$ cat src/hw/flash_seq_consts.svh
// Offsets, command words, status bit positions and timing for the flash host.
// Assumes a 100 MHz pclk; included by the package user modules by bare name.
`ifndef FLASH_SEQ_CONSTS_SVH
`define FLASH_SEQ_CONSTS_SVH

// Own APB register offsets
`define OFS_CTRL          12'h000
`define OFS_ADDR          12'h004
`define OFS_WDATA         12'h008
`define OFS_STAT          12'h00c
`define OFS_RDATA         12'h010
`define CTRL_RUN_BIT      8

// Reset values
`define RST_ADDR          21'h000000
`define RST_WDATA         16'h0000
`define RST_STATUS        16'h0000

// Command words, same byte on both lanes
`define CMD_READ_ARRAY    16'hffff
`define CMD_READ_STATUS   16'h7070
`define CMD_CLEAR_STATUS  16'h5050
`define CMD_ERASE_SETUP   16'h2020
`define CMD_CONFIRM       16'hd0d0
`define CMD_WRITE_SETUP   16'h4040
`define CMD_SUSPEND       16'hb0b0
`define CMD_LOCK_SETUP    16'h6060
`define CMD_LOCK_CONFIRM  16'h0101

// Status bit positions within one lane; high lane adds LANE_SHIFT
`define SR_READY          7
`define SR_ESUSP          6
`define SR_EERR           5
`define SR_WERR           4
`define SR_SUPPLY         3
`define SR_WSUSP          2
`define SR_LOCK           1
`define LANE_SHIFT        8

// Strobe timing in ns and derived cycle counts, rounded up
`define CLK_NS            10
`define SETUP_NS          10
`define STROBE_NS         60
`define RECOVER_NS        30
`define SETUP_CYC         ((`SETUP_NS + `CLK_NS - 1) / `CLK_NS)
`define STROBE_CYC        ((`STROBE_NS + `CLK_NS - 1) / `CLK_NS)
`define RECOVER_CYC       ((`RECOVER_NS + `CLK_NS - 1) / `CLK_NS)

`endif

$ cat src/hw/flash_seq_pkg.sv
// Types shared by the flash host sequencer and its bus cycle engine.
// Assumes the constants header is compiled alongside.
package flash_seq_pkg;

  typedef enum logic [3:0] {
    OP_NONE, OP_READ_STATUS, OP_CLEAR, OP_ERASE, OP_WRITE,
    OP_LOCK, OP_SUSPEND, OP_RESUME, OP_READ_ARRAY
  } op_e;

  typedef enum logic [2:0] {B_IDLE, B_SETUP, B_STROBE, B_HOLD, B_RECOVER} bus_state_e;

  typedef enum logic [2:0] {S_IDLE, S_W1, S_W2, S_POLL} seq_state_e;

  typedef struct packed {
    bus_state_e  st;
    logic [3:0]  cnt;
    logic        wr;
    logic        ce_n;
    logic        oe_n;
    logic        we_n;
    logic        dq_oe;
    logic [20:0] addr;
    logic [15:0] dout;
    logic [15:0] rdata;
    logic        done;
  } cyc_s;

  typedef struct packed {
    seq_state_e  st;
    op_e         op;
    logic        poll;
    logic [20:0] addr;
    logic [15:0] wdata;
    logic [15:0] status;
    logic [15:0] rword;
    logic        busy;
    logic        need_clear;
    logic        refused;
    logic        lane_err;
    logic        card_run;
    logic        start;
    logic        wr;
    logic [15:0] cdata;
    logic        pready;
    logic        pslverr;
    logic [31:0] prdata;
  } host_s;

endpackage

$ cat src/hw/flash_bus_cycle.sv
// One asynchronous word read or write cycle on the card pins.
// Assumes start is a one-cycle pulse issued only while idle.
`timescale 1ns/1ps
`include "flash_seq_consts.svh"
module flash_bus_cycle (
  input  wire logic                    pclk,     // 100 MHz clock
  input  wire logic                    presetn,  // Async reset, low
  input  wire logic                    start,    // Begin a cycle
  input  wire logic                    wr,       // 1 write, 0 read
  input  wire logic [20:0]             addr,     // Word address
  input  wire logic [15:0]             wdata,    // Write word
  output logic                         done,     // Cycle finished pulse
  output logic [15:0]                  rdata,    // Read word
  output logic                         ce_l_n,   // Low lane select
  output logic                         ce_h_n,   // High lane select
  output logic                         oe_n,     // Output enable
  output logic                         we_n,     // Write enable
  output logic [20:0]                  fl_addr,  // Card address
  output logic [15:0]                  dq_out,   // Data driven
  output logic                         dq_oe,    // Drive data bus
  input  wire logic [15:0]             dq_in     // Data from card
);
  import flash_seq_pkg::*;

  cyc_s r;
  cyc_s n;

  // Cycle walk: select, strobe, release strobe, deselect, recover
  always_comb begin
    n = r;
    n.done = 1'b0;
    case (r.st)
      B_IDLE: if (start) begin
        n.ce_n  = 1'b0;
        n.wr    = wr;
        n.addr  = addr;
        n.dout  = wdata;
        n.dq_oe = wr;
        n.cnt   = 4'(`SETUP_CYC - 1);
        n.st    = B_SETUP;
      end
      B_SETUP: if (r.cnt == 4'h0) begin
        n.we_n = !r.wr;
        n.oe_n = r.wr;
        n.cnt  = 4'(`STROBE_CYC - 1);
        n.st   = B_STROBE;
      end else begin
        n.cnt = r.cnt - 4'h1;
      end
      B_STROBE: if (r.cnt == 4'h0) begin
        // Data stays driven past the rising write edge
        n.we_n = 1'b1;
        n.oe_n = 1'b1;
        if (!r.wr) begin
          n.rdata = dq_in;
        end
        n.st = B_HOLD;
      end else begin
        n.cnt = r.cnt - 4'h1;
      end
      B_HOLD: begin
        // Both selects high so the next read relatches status
        n.ce_n  = 1'b1;
        n.dq_oe = 1'b0;
        n.cnt   = 4'(`RECOVER_CYC - 1);
        n.st    = B_RECOVER;
      end
      B_RECOVER: if (r.cnt == 4'h0) begin
        n.done = 1'b1;
        n.st   = B_IDLE;
      end else begin
        n.cnt = r.cnt - 4'h1;
      end
      default: n.st = B_IDLE;
    endcase
  end

  // State register
  always_ff @(posedge pclk or negedge presetn) begin
    if (!presetn) begin
      r <= '{st: B_IDLE, cnt: 4'h0, wr: 1'b0, ce_n: 1'b1, oe_n: 1'b1, we_n: 1'b1,
             dq_oe: 1'b0, addr: `RST_ADDR, dout: `RST_WDATA, rdata: `RST_WDATA,
             done: 1'b0};
    end else begin
      r <= n;
    end
  end

  assign done    = r.done;
  assign rdata   = r.rdata;
  assign ce_l_n  = r.ce_n;
  assign ce_h_n  = r.ce_n;
  assign oe_n    = r.oe_n;
  assign we_n    = r.we_n;
  assign fl_addr = r.addr;
  assign dq_out  = r.dout;
  assign dq_oe   = r.dq_oe;
endmodule // flash_bus_cycle

$ cat src/hw/flash_cmd_host.sv
// APB-controlled host that sequences commands to a two-lane word flash card.
// Assumes the card answers on plain async strobes; software polls busy.
//
// How it works
// - Latch on first strobe fall; release between.
// - Host checks both lane status bytes.
// - Supply flag set: clear before program operations.
// - Erase by setup then confirm, block address.
// - Word write: setup word, then address and data.
// - After suspend, read status and poll flags.
// - Lock by setup then confirm; failure flagged.
// - Erase, confirm, suspend, resume command words fixed.
// - Read status and lock command words fixed.
// - Lower status bits invalid while busy.
//
// The implementer's own choices: the APB slave port and the address map.
`timescale 1ns/1ps
`include "flash_seq_consts.svh"
module flash_cmd_host (
  input  wire logic                    pclk,       // 100 MHz clock
  input  wire logic                    presetn,    // Async reset, low
  input  wire logic                    psel,       // APB select
  input  wire logic                    penable,    // APB access phase
  input  wire logic                    pwrite,     // APB write
  input  wire logic [11:0]             paddr,      // APB byte address
  input  wire logic [31:0]             pwdata,     // APB write data
  output logic [31:0]                  prdata,     // APB read data
  output logic                         pready,     // APB ready
  output logic                         pslverr,    // APB error
  output logic                         fl_reset_n, // Card reset, low
  output logic                         ce_l_n,     // Low lane select
  output logic                         ce_h_n,     // High lane select
  output logic                         oe_n,       // Output enable
  output logic                         we_n,       // Write enable
  output logic [20:0]                  fl_addr,    // Card address
  output logic [15:0]                  dq_out,     // Data driven
  output logic                         dq_oe,      // Drive data bus
  input  wire logic [15:0]             dq_in       // Data from card
);
  import flash_seq_pkg::*;

  host_s       r;
  host_s       n;
  logic        cyc_done;
  logic [15:0] cyc_rdata;

  // First command word of each operation
  function automatic logic [15:0] first_cmd(input op_e op);
    case (op)
      OP_CLEAR:      first_cmd = `CMD_CLEAR_STATUS;
      OP_ERASE:      first_cmd = `CMD_ERASE_SETUP;
      OP_WRITE:      first_cmd = `CMD_WRITE_SETUP;
      OP_LOCK:       first_cmd = `CMD_LOCK_SETUP;
      OP_SUSPEND:    first_cmd = `CMD_SUSPEND;
      OP_RESUME:     first_cmd = `CMD_CONFIRM;
      OP_READ_ARRAY: first_cmd = `CMD_READ_ARRAY;
      default:       first_cmd = `CMD_READ_STATUS;
    endcase
  endfunction

  // A status bit set in either lane
  function automatic logic lane_any(input logic [15:0] w, input int b);
    lane_any = w[b] | w[b + `LANE_SHIFT];
  endfunction

  // Ready needs both lanes, since each runs its own machine
  function automatic logic both_ready(input logic [15:0] w);
    both_ready = w[`SR_READY] & w[`SR_READY + `LANE_SHIFT];
  endfunction

  function automatic logic is_program(input op_e op);
    is_program = (op == OP_ERASE) || (op == OP_WRITE) || (op == OP_LOCK);
  endfunction

  // APB slave then command sequencer; one struct carries all state
  always_comb begin
    n = r;
    n.start   = 1'b0;
    n.pready  = 1'b0;
    n.pslverr = 1'b0;
    // First access cycle: answer; second: commit at the sampling edge
    if (psel && penable && !r.pready) begin
      n.pready = 1'b1;
      n.prdata = 32'h0;
      case (paddr)
        `OFS_CTRL:  n.prdata = {23'h0, r.card_run, 4'h0, r.op};
        `OFS_ADDR:  n.prdata = {11'h0, r.addr};
        `OFS_WDATA: n.prdata = {16'h0, r.wdata};
        `OFS_STAT:  n.prdata = {r.status, 12'h0, r.lane_err, r.refused, r.need_clear, r.busy};
        `OFS_RDATA: n.prdata = {16'h0, r.rword};
        default:    n.pslverr = 1'b1;
      endcase
    end else if (psel && penable && r.pready && pwrite) begin
      case (paddr)
        `OFS_CTRL: begin
          n.card_run = pwdata[`CTRL_RUN_BIT];
          if (op_e'(pwdata[3:0]) != OP_NONE) begin
            if (r.busy) begin
              n.refused = 1'b1;
            end else begin
              n.op      = op_e'(pwdata[3:0]);
              n.busy    = 1'b1;
              n.refused = 1'b0;
            end
          end
        end
        // Address and data are frozen while a sequence runs
        `OFS_ADDR:  if (r.busy) n.refused = 1'b1; else n.addr = pwdata[20:0];
        `OFS_WDATA: if (r.busy) n.refused = 1'b1; else n.wdata = pwdata[15:0];
        default: ;
      endcase
    end

    // Sequencer: command cycles carry the same byte to both lanes; the write data cycle carries wdata
    case (r.st)
      S_IDLE: if (r.busy) begin
        if (r.need_clear && is_program(r.op)) begin
          n.refused = 1'b1;
          n.busy    = 1'b0;
        end else begin
          n.start = 1'b1;
          n.wr    = 1'b1;
          n.cdata = first_cmd(r.op);
          n.poll  = (r.op != OP_CLEAR) && (r.op != OP_READ_STATUS)
                    && (r.op != OP_READ_ARRAY);
          n.st    = S_W1;
        end
      end
      S_W1: if (cyc_done) begin
        n.start = 1'b1;
        case (r.op)
          OP_ERASE: begin
            n.cdata = `CMD_CONFIRM;
            n.st    = S_W2;
          end
          OP_WRITE: begin
            n.cdata = r.wdata;
            n.st    = S_W2;
          end
          OP_LOCK: begin
            n.cdata = `CMD_LOCK_CONFIRM;
            n.st    = S_W2;
          end
          OP_SUSPEND: begin
            // Suspend leaves the prior mode; ask for status explicitly
            n.cdata = `CMD_READ_STATUS;
            n.st    = S_W2;
          end
          OP_CLEAR: begin
            n.start      = 1'b0;
            n.need_clear = 1'b0;
            n.lane_err   = 1'b0;
            n.busy       = 1'b0;
            n.st         = S_IDLE;
          end
          default: begin
            n.wr = 1'b0;
            n.st = S_POLL;
          end
        endcase
      end
      S_W2: if (cyc_done) begin
        n.start = 1'b1;
        n.wr    = 1'b0;
        n.st    = S_POLL;
      end
      S_POLL: if (cyc_done) begin
        // Low status bits mean nothing until both lanes are ready
        if (r.poll && !both_ready(cyc_rdata)) begin
          n.start = 1'b1;
        end else begin
          n.busy = 1'b0;
          n.st   = S_IDLE;
          if (r.op == OP_READ_ARRAY) begin
            n.rword = cyc_rdata;
          end else begin
            n.status = cyc_rdata;
            n.need_clear = r.need_clear | lane_any(cyc_rdata, `SR_SUPPLY);
            n.lane_err = lane_any(cyc_rdata, `SR_EERR) | lane_any(cyc_rdata, `SR_WERR)
                         | lane_any(cyc_rdata, `SR_LOCK);
          end
        end
      end
      default: n.st = S_IDLE;
    endcase
  end

  // State register
  always_ff @(posedge pclk or negedge presetn) begin
    if (!presetn) begin
      r <= '{st: S_IDLE, op: OP_NONE, poll: 1'b0, addr: `RST_ADDR, wdata: `RST_WDATA,
             status: `RST_STATUS, rword: `RST_WDATA, busy: 1'b0, need_clear: 1'b0,
             refused: 1'b0, lane_err: 1'b0, card_run: 1'b0, start: 1'b0, wr: 1'b0,
             cdata: `RST_WDATA, pready: 1'b0, pslverr: 1'b0, prdata: 32'h0};
    end else begin
      r <= n;
    end
  end

  // Pin cycle engine
  flash_bus_cycle u_cycle (
    .pclk    (pclk),
    .presetn (presetn),
    .start   (r.start),
    .wr      (r.wr),
    .addr    (r.addr),
    .wdata   (r.cdata),
    .done    (cyc_done),
    .rdata   (cyc_rdata),
    .ce_l_n  (ce_l_n),
    .ce_h_n  (ce_h_n),
    .oe_n    (oe_n),
    .we_n    (we_n),
    .fl_addr (fl_addr),
    .dq_out  (dq_out),
    .dq_oe   (dq_oe),
    .dq_in   (dq_in)
  );

  assign prdata     = r.prdata;
  assign pready     = r.pready;
  assign pslverr    = r.pslverr;
  assign fl_reset_n = r.card_run;
endmodule // flash_cmd_host

$ cat config.mk
export PLATFORM = sky130hd
export DESIGN_NAME = flash_cmd_host
export DESIGN_NICKNAME = d
export VERILOG_FILES = /design/src/hw/flash_seq_pkg.sv /design/src/hw/flash_bus_cycle.sv /design/src/hw/flash_cmd_host.sv
export VERILOG_INCLUDE_DIRS = /design/src /design/src/hw
export SDC_FILE = /design/constraint.sdc
export NUM_CORES = 1
export LEC_CHECK = 0
export ABC_CLOCK_PERIOD_IN_PS = 2200
export BUFFER_PORTS_ARGS = -buffer_cell sky130_fd_sc_hd__buf_4
export CAP_MARGIN = 30
export CORE_MARGIN = 1
export CORE_UTILIZATION = 40
export DETAILED_ROUTE_END_ITERATION = 6
export SKIP_CTS_REPAIR_TIMING = 1
export SLEW_MARGIN = 20
export SYNTH_ARGS = -nofsm -noshare
export SYNTH_HDL_FRONTEND = slang
export SYNTH_HIERARCHICAL = 1
export SYNTH_SLANG_ARGS = --single-unit
export TNS_END_PERCENT = 50
$ cat constraint.sdc
create_clock -name pclk -period 2.2 [get_ports pclk]
set_clock_uncertainty 0.05 [all_clocks]
set_input_delay 0.22 -clock pclk [delete_from_list [all_inputs] [get_ports pclk]]
set_output_delay 0.22 -clock pclk [all_outputs]
set_load 0.02 [all_outputs]
==> out/metrics.cfg, run 1 <==
[status]
status = completed

[clocking]
cts_tree = done
clkSlewWorstSetupHoldPaths_ns = 0.07
clock-root-buffer = clkbuf_16
cts_buffer_depth = 2
htree_levels = 4
cts_num_sinks = 199
numCtsBuffers = 17
clkLatencyLatePin_ns = 0.44

[synthesis]
post-synth-top-count-cell = dfrtp_1
synthTopCellsByArea = dfrtp_1 51%, mux2_2 11%, buf_4 6.9%, mux2_4 3.7%, a21oi_1 2.6%
synth_warnings = 6
synthArstFlopShare_pct = 100
syn-num-nets = 868
synth_edf_count = 0
synthFlopType = dfrtp_1
ys_seq_area_share_pct = 51.6
netlist.area_leader.share_pct = 50.8
synth_commonest_cells = 196 x dfrtp_1, 91 x mux2_2, 89 x buf_4
ys_seq_elements = 199
syn_inst = 796
postSynthAreaPerCell_um2 = 12.1
ys_types = 75
syn_area_mm2 = 0.00965
synth_area_leader_cell = dfrtp_1

[place]
place_congestion = 0.831
hpwl_um = 16200
io_buffers = 130

[timing]
relSlewSlack_pct = 56.4
rsz0062_at_grt = no
tns_ns = 0
post-route-min-period_ns = 2.09
finalMaxSlewViolations = 0
tightest_slew_ns = 0.654
finalHoldViolations = 0
period_share_pct = 95.1
fmax_mhz = 478
setup_viol = 0

[drt]
drc = 0
post_drt_wl_per_cell_um = 18.2
drtIter0Drc = 358
drt-vias-per-instance = 5.13
num_vias = 6303
drt-total-wl_um = 22300
firstDrtPassIters = 5
ant_nets = 0

[finish]
area_delta_synth_final_pct = 19.7
drive_gt1_share_pct = 38.2
finish.utilization_pct = 49.1
antennaDiodeCount = 0
fin_nets = 969

[grt]
grt_usage_pct = 18.9
grt_overflow = 0
grt_max_degree = 53
grt_first_pass_wirelength_um = 35300
antenna_found_initial = 0
grt_pass1_vias = 6244

[power]
power_density_mw_per_mm2 = 899
max-vdd-ir-drop_v = 0.000533
power.switching_uw = 3190
internal_power_uw = 7200
swShare_pct = 30.7
p_leak_uw = 0.00551
seqPwrFrac_pct = 45.0
combPwrFrac_pct = 24.7
clkPwrFrac_pct = 30.3

[floorplan]
die_w_um = 157
die_h_um = 157
num_rows = 56
ios = 142
core-area_mm2 = 0.0235
die_area_mm2 = 0.0248
start_util_pct = 41.0

[critical_path]
critical_path_required_ns = 2.46
crit_fanout = 18
crit_type = register to register
startpoint_type = register
end_kind = register
crit_arrival_ns = 2.35

[worst_hold_path]
min_path_type = primary input to register

[flow_run]
cap_viol_max_count = 0

-- worst paths after layout --
check | start | end | cells past startpoint | slack, ns
max | r[128] | r[56] | 7 | 0.11
min | pwdata[0] | r[127] | 2 | 0.01
max reg2reg | r[128] | r[56] | 7 | 0.11
min reg2reg | r[78] | prdata[21] | 1 | 0.43
max in group asynchronous | presetn | r[125] | 3 | 1.19
min in group asynchronous | presetn | u_cycle/r[64] | 2 | 0.26
-- power by group through the flow --
stage | Sequential [µW] | Clock [µW] | Combinational (µW)
finish | 4680 | 3150 | 2560
CTS | 4690 | 3220 | 2530
global placement | 4750 | 0 | 2480
floorplan | 4580 | 0 | 2040
global route | 4770 | 3350 | 2840
detailed placement | 4760 | 0 | 2520
-- per-stage QoR --
step | area [µm²] | power (µW) | hold slack, ns | worst slack, ns | std cells
3_3_place_gp | 10600 | 7230 | 0.168 | 0.0379 | 1162
5_1_grt | 11600 | 11000 | 0.00921 | 0.00134 | 1229
3_5_place_dp | 10600 | 7280 | 0.164 | 0.0179 | 1163
2_1_floorplan | 9650 | 6620 | -0.126 | 0.0628 | 796
4_1_cts | 11200 | 10400 | -0.303 | 0.108 | 1195
6_report | 11600 | 10400 | 0.00991 | 0.109 | 1229
-- layer usage --
layer  part of all wire [%]  GRT usage [%]  up-vias
met4                    1.1           4.48        0
met3                    4.4           3.91       18
met5                      0              0        -
met1                     45           25.2     3146
met2                     50           31.3      142
li1                       -              -     2997
-- kinds of logic (layout without fill, tap and decap cells) --
kind of cell | count (synthesis) | after routing | share of synthesized area (%)
fa+ha+maj | 7 | 7 | 0.908
compound gates | 168 | 168 | 12.0
buf+inv | 144 | 258 | 9.75
simple gates | 133 | 133 | 7.95
flops | 199 | 199 | 51.6
xor+xnor | 3 | 3 | 0.272
mux | 142 | 142 | 17.4
-- flip-flops by register name (all words and copies together), names as in the netlist --
name / count
r: 98
prdata: 32
u_cycle/fl_addr: 21
u_cycle/dq_out: 16
u_cycle/rdata: 16
u_cycle/r: 8
fl_reset_n: 1
pready: 1
pslverr: 1
u_cycle/ce_h_n: 1
u_cycle/done: 1
u_cycle/dq_oe: 1
u_cycle/oe_n: 1
u_cycle/we_n: 1
-- area by class of cell --
type                    count  area [µm²]
clock inverters            14         159
clock buffers              18         429
flip-flops and latches    199        4980
multi-input cells         453        3730
inverters                  15        56.3
repair buffers            211        1790
well taps                 319         399
fillers                  2164       12000
-- cell usage in the layout (no fill, tap or decap), types with 3 or more instances in the layout --
cell type / count
inv_1: 15
buf_12: 9
a21oi_1: 51
nor4_1: 4
o21bai_1: 3
ha_1: 6
dfstp_2: 3
nor3_1: 5
nand2_1: 32
inv_6: 5
o21a_1: 3
clkbuf_16: 17
a31oi_1: 8
a22o_1: 25
nand2b_1: 7
mux2_1: 22
mux2_4: 24
o21ai_0: 19
buf_4: 166
dlygate4sd3_1: 34
mux2i_1: 5
nor2_1: 39
dfrtp_1: 196
a221oi_1: 4
clkinvlp_4: 3
a21boi_0: 3
a211oi_1: 4
nand3b_1: 4
nand3_1: 6
mux2_2: 91
nor2b_1: 7
a22oi_1: 13
o2bb2ai_1: 12
-- worst max-delay path, cell delays in order (launching register included) --
cell       delay, ns
dfrtp_1         0.40
buf_4           0.21
nand2b_1        0.21
a21oi_1         0.19
nand2_1         0.07
a2111oi_0       0.60
buf_4           0.21
a21oi_1         0.03
No activity file was read; power rests on OpenSTA's default activity.
==> run 2, diff against run 1 <==
PLACE_DENSITY_LB_ADDON = 0.08   (was default)
==> out/metrics.cfg, run 2 (synthesis results as in run 1) <==
[status]
status = completed

[drt]
ant_nets = 0  ; unchanged
num_vias = 6287  ; -0.25%
firstDrtPassIters = 5  ; unchanged
post_drt_wl_per_cell_um = 18.5  ; +2.1%
drt-vias-per-instance = 5.16  ; +0.65%
drc = 0  ; unchanged
drt-total-wl_um = 22600  ; +1.2%
drtIter0Drc = 280  ; -22%

[finish]
top_register = r
largest_register_ffs = 98  ; unchanged
drive_gt1_share_pct = 37.6  ; -0.64 points
nFillCells = 2157  ; -0.32%
antennaDiodeCount = 0  ; unchanged
area_delta_synth_final_pct = 18.3
finish.utilization_pct = 48.5  ; -0.57 points
seq_area_mm2 = 0.00498  ; unchanged
fin_nets = 959  ; -1.0%
mostFrequentLayoutCells = 196 x dfrtp_1, 160 x buf_4, 91 x mux2_2, 51 x a21oi_1, 39 x nor2_1
multi_input_area_mm2 = 0.00374  ; +0.13%
layout_commonest_cell = dfrtp_1

[timing]
rsz0062_at_grt = no
setup_viol = 0  ; unchanged
period_share_pct = 93.8  ; -1.2 points
relSlewSlack_pct = 65.3  ; +8.9 points
tightest_slew_ns = 0.519  ; -0.136 ns
worst_slack_ns = 0.136  ; +0.0269 ns
whs_ns = 0.0140  ; +0.00405 ns
post-route-min-period_ns = 2.06  ; -0.0269 ns
finalMaxSlewViolations = 0  ; unchanged
fmax_mhz = 484  ; +1.3%
finalHoldViolations = 0  ; unchanged

[grt]
grt_use_met2_pct = 31.7  ; +0.40 points
grt_pass1_vias = 6400  ; +2.5%
use_met1_pct = 25.8  ; +0.54 points
use_met3_pct = 3.94  ; +0.028 points
antenna_found_initial = 0  ; unchanged
grt_first_pass_wirelength_um = 35800  ; +1.3%
grt_usage_pct = 19.3  ; +0.40 points
grt_max_degree = 60  ; +13%
grt_overflow = 0  ; unchanged
grt_most_used_layer = met2

[floorplan]
die_h_um = 157  ; unchanged
ios = 142  ; unchanged
num_rows = 56  ; unchanged
die_w_um = 157  ; unchanged
core-area_mm2 = 0.0235  ; unchanged
start_util_pct = 41.0  ; unchanged
die_area_mm2 = 0.0248  ; unchanged

[clocking]
clkLatencyLatePin_ns = 0.44  ; about the same
numCtsBuffers = 17  ; unchanged
htree_levels = 4  ; unchanged
cts_buffer_depth = 2  ; unchanged
cts_num_sinks = 199  ; unchanged
clock-root-buffer = clkbuf_16
clkSlewWorstSetupHoldPaths_ns = 0.07  ; about the same
cts_tree = done

[critical_path]
crit_arrival_ns = 2.33  ; -0.02 ns
cp_cell_sequence = and4_1 > nand3_1 > or4b_4 > nor2_8 > mux2_4
max_stage_delay_ns = 0.59  ; about the same
critical_path_required_ns = 2.47  ; about the same
ff2ff_path_depth = 5  ; -2
startpoint_type = register
r2r_slack_ns = 0.14  ; +0.03 ns
crit_family = simple AND/OR/NAND/NOR gates
r2r-start = pready
end_kind = register
critPathBufInv = 0  ; -2
crit_fanout = 4  ; -14
crit_type = register to register
slowest_stage = or4b_4
r2r-end = r[128]

[power]
max-vdd-ir-drop_v = 0.000422  ; -21%
finalPower_uw = 10200  ; -1.7%
p_leak_uw = 0.00543  ; -1.4%
power_density_mw_per_mm2 = 895  ; -0.50%

[worst_hold_path]
min_path_type = primary input to register
hold_path_end = r[108]
holdPathStages = 2  ; unchanged
hp-start = pwdata[3]

[place]
io_buffers = 130  ; unchanged
dp_worst_setup_slack_ns = -0.00652  ; -0.0244 ns
hpwl_um = 16600  ; +2.1%
place_congestion = 0.801  ; -3.6%

[flow_run]
cap_viol_max_count = 0  ; unchanged

-- run 2: worst register-to-register path: stages, from the launching register on --
cell and delay, ns:
dfrtp_1 0.38, and4_1 0.29, nand3_1 0.17, or4b_4 0.59
nor2_8 0.15, mux2_4 0.31
-- run 2: worst max path at each step --
stage / startpoint / cells after the start / end
floorplan: r[132] / 8 / r[39]
global placement: paddr[9] / 7 / r[127]
detailed placement: paddr[9] / 7 / r[129]
CTS: r[128] / 7 / r[56]
global route: u_cycle/r[60] / 6 / u_cycle/r[61]
finish: pready / 5 / r[128]
-- run 2: power by group --
group          total [µW]  switching (µW)  internal [µW]
logic                2510            1300           1220
clock network        2990            1490           1500
registers            4710             487           4220
total               10200            3280           6930
-- run 2: cell type report --
class | count | share of cell area [%]
sequential | 199 | 43.6
multi-input combinational | 453 | 32.7
timing repair buffer | 201 | 14.7
clock buffer | 17 | 3.73
tap | 319 | 3.50
clock inverter | 14 | 1.23
inverter | 15 | 0.493
-- run 2: per-stage QoR --
step           instances  instance area (µm²)  setup TNS [ns]
5_1_grt             1218                11400               0
3_5_place_dp        1153                10500         -0.0104
4_1_cts             1184                11100        -0.00772
3_3_place_gp        1153                10500               0
6_report            1218                11400               0
2_1_floorplan        796                 9650               0
-- run 2: routing by layer --
metal / vias up / wire length, µm
li1: 2963 / -
met1: 3160 / 10400
met2: 142 / 10900
met3: 22 / 1010
met4: 0 / 277
met5: - / 0
==> run 3, diff against run 2 <==
PLACE_DENSITY = 0.69   (was default)
PLACE_DENSITY_LB_ADDON = default   (was 0.08)
==> out/metrics.cfg, run 3 (synthesis results as in run 1) <==
[grt]
grt_overflow = 0  ; unchanged
antenna_found_initial = 0  ; unchanged
use_met1_pct = 25.6  ; -0.13 points
grt_max_degree = 69  ; +15%
grt_pass1_vias = 6187  ; -3.3%
grt_use_met2_pct = 29.7  ; -2.0 points
grt_most_used_layer = met2
use_met3_pct = 4.32  ; +0.39 points
grt_usage_pct = 18.9  ; -0.36 points
grt_first_pass_wirelength_um = 35400  ; -1.1%

[clocking]
cts_tree = done
htree_levels = 4  ; unchanged
clkLatencyLatePin_ns = 0.44  ; about the same
numCtsBuffers = 17  ; unchanged
cts_num_sinks = 199  ; unchanged
cts_buffer_depth = 2  ; unchanged
clock-root-buffer = clkbuf_16
clkSlewWorstSetupHoldPaths_ns = 0.07  ; about the same

[critical_path]
crit_type = register to register
crit_family = simple AND/OR/NAND/NOR gates
critical_path_required_ns = 2.47  ; about the same
startpoint_type = register
max_stage_delay_ns = 0.61  ; +0.02 ns
end_kind = register
crit_arrival_ns = 2.30  ; -0.03 ns
cp_cell_sequence = and4_1 > nand3_1 > or4b_4 > nor2_8 > mux2_4
crit_fanout = 4  ; unchanged
critPathBufInv = 0  ; unchanged
slowest_stage = or4b_4

[finish]
layout_commonest_cell = dfrtp_1
mostFrequentLayoutCells = 196 x dfrtp_1, 167 x buf_4, 91 x mux2_2, 51 x a21oi_1, 39 x nor2_1
fin_nets = 968  ; +0.94%
drive_gt1_share_pct = 38.4  ; +0.80 points
antennaDiodeCount = 0  ; unchanged
top_register = r
largest_register_ffs = 98  ; unchanged
area_delta_synth_final_pct = 19.6
post_layout_nonfiller_instances = 1228  ; +0.82%
final_cell_area_mm2 = 0.0115  ; +1.1%

[timing]
finalHoldViolations = 0  ; unchanged
finalMaxSlewViolations = 0  ; unchanged
tns_ns = 0  ; unchanged
worst_slack_ns = 0.175  ; +0.0390 ns
tightest_slew_ns = 0.584  ; +0.0652 ns
relSlewSlack_pct = 61.1  ; -4.2 points
post-route-min-period_ns = 2.03  ; -0.0390 ns
fmax_mhz = 494  ; +1.9%
setup_viol = 0  ; unchanged
whs_ns = 0.0137  ; -0.000215 ns
rsz0062_at_grt = no
period_share_pct = 92.1  ; -1.8 points

[place]
io_buffers = 130  ; unchanged
dp_worst_setup_slack_ns = 0.0521  ; +0.0586 ns
dp.cells = 1162  ; +0.78%
place_congestion = 0.816  ; +1.8%
placed_area_mm2 = 0.0106  ; +0.81%
hpwl_um = 16300  ; -1.8%

[drt]
drtIter0Drc = 377  ; +35%
drt-vias-per-instance = 5.13  ; -0.59%
post_drt_wl_per_cell_um = 18.3  ; -1.3%
num_vias = 6301  ; +0.22%
drt-total-wl_um = 22500  ; -0.44%
ant_nets = 0  ; unchanged
firstDrtPassIters = 5  ; unchanged
drc = 0  ; unchanged

[floorplan]
start_util_pct = 41.0  ; unchanged
die_w_um = 157  ; unchanged
die_h_um = 157  ; unchanged
die_area_mm2 = 0.0248  ; unchanged
num_rows = 56  ; unchanged
ios = 142  ; unchanged
core-area_mm2 = 0.0235  ; unchanged

[power]
max-vdd-ir-drop_v = 0.000513  ; +22%
power_density_mw_per_mm2 = 907  ; +1.5%
p_leak_uw = 0.00550  ; +1.3%

[status]
status = completed

[flow_run]
cap_viol_max_count = 0  ; unchanged

[worst_hold_path]
min_path_type = primary input to register

-- run 3: cell count changes in the layout (fill, tap and decap cells not counted), sizes merged --
cell / before / now
buf: 166 / 175
bufinv: 0 / 2
clkinv: 6 / 4
clkinvlp: 1 / 2
-- run 3: through the flow --
| step | total power, µW | util (%) |
|---|---|---|
| after floorplan | 6620 | - |
| after global placement | 7230 | 44.9 |
| after detailed placement | 7300 | 45.0 |
| after CTS | 10500 | 47.6 |
| after global routing | 11100 | 49.0 |
| final | 10500 | 49.0 |
-- run 3: path summary, 6_finish.rpt --
path	startpoint	endpoint	slack [ns]	depth (start not counted)
min in group asynchronous	presetn	u_cycle/fl_addr[12]	0.31	2
worst max register to register	pready	r[130]	0.17	5
worst min register to register	prdata[20]	prdata[20]	0.44	2
worst min-delay path	pwdata[3]	r[92]	0.01	2
max in group asynchronous	presetn	u_cycle/oe_n	1.10	3
worst max-delay path	pready	r[130]	0.17	5
-- run 3: layout make-up --
| type | count | area [µm²] |
|---|---|---|
| fillers | 2136 | 12000 |
| flip-flops and latches | 199 | 4980 |
| multi-input cells | 453 | 3740 |
| repair buffers | 210 | 1760 |
| clock buffers | 17 | 425 |
| well taps | 319 | 399 |
| clock inverters | 15 | 184 |
| inverters | 15 | 56.3 |
-- run 3: routing by layer --
metal | share of wire [%] | wire length (µm)
met3 | 4.4 | 1000
met1 | 44 | 9960
met2 | 49 | 11100
met5 | 0 | 0
met4 | 2.0 | 442
-- run 3: where the power goes --
| group | switching (µW) | internal (µW) |
|---|---|---|
| sequential | 438 | 4220 |
| combinational | 1330 | 1300 |
| clock | 1470 | 1730 |
| total | 3240 | 7240 |
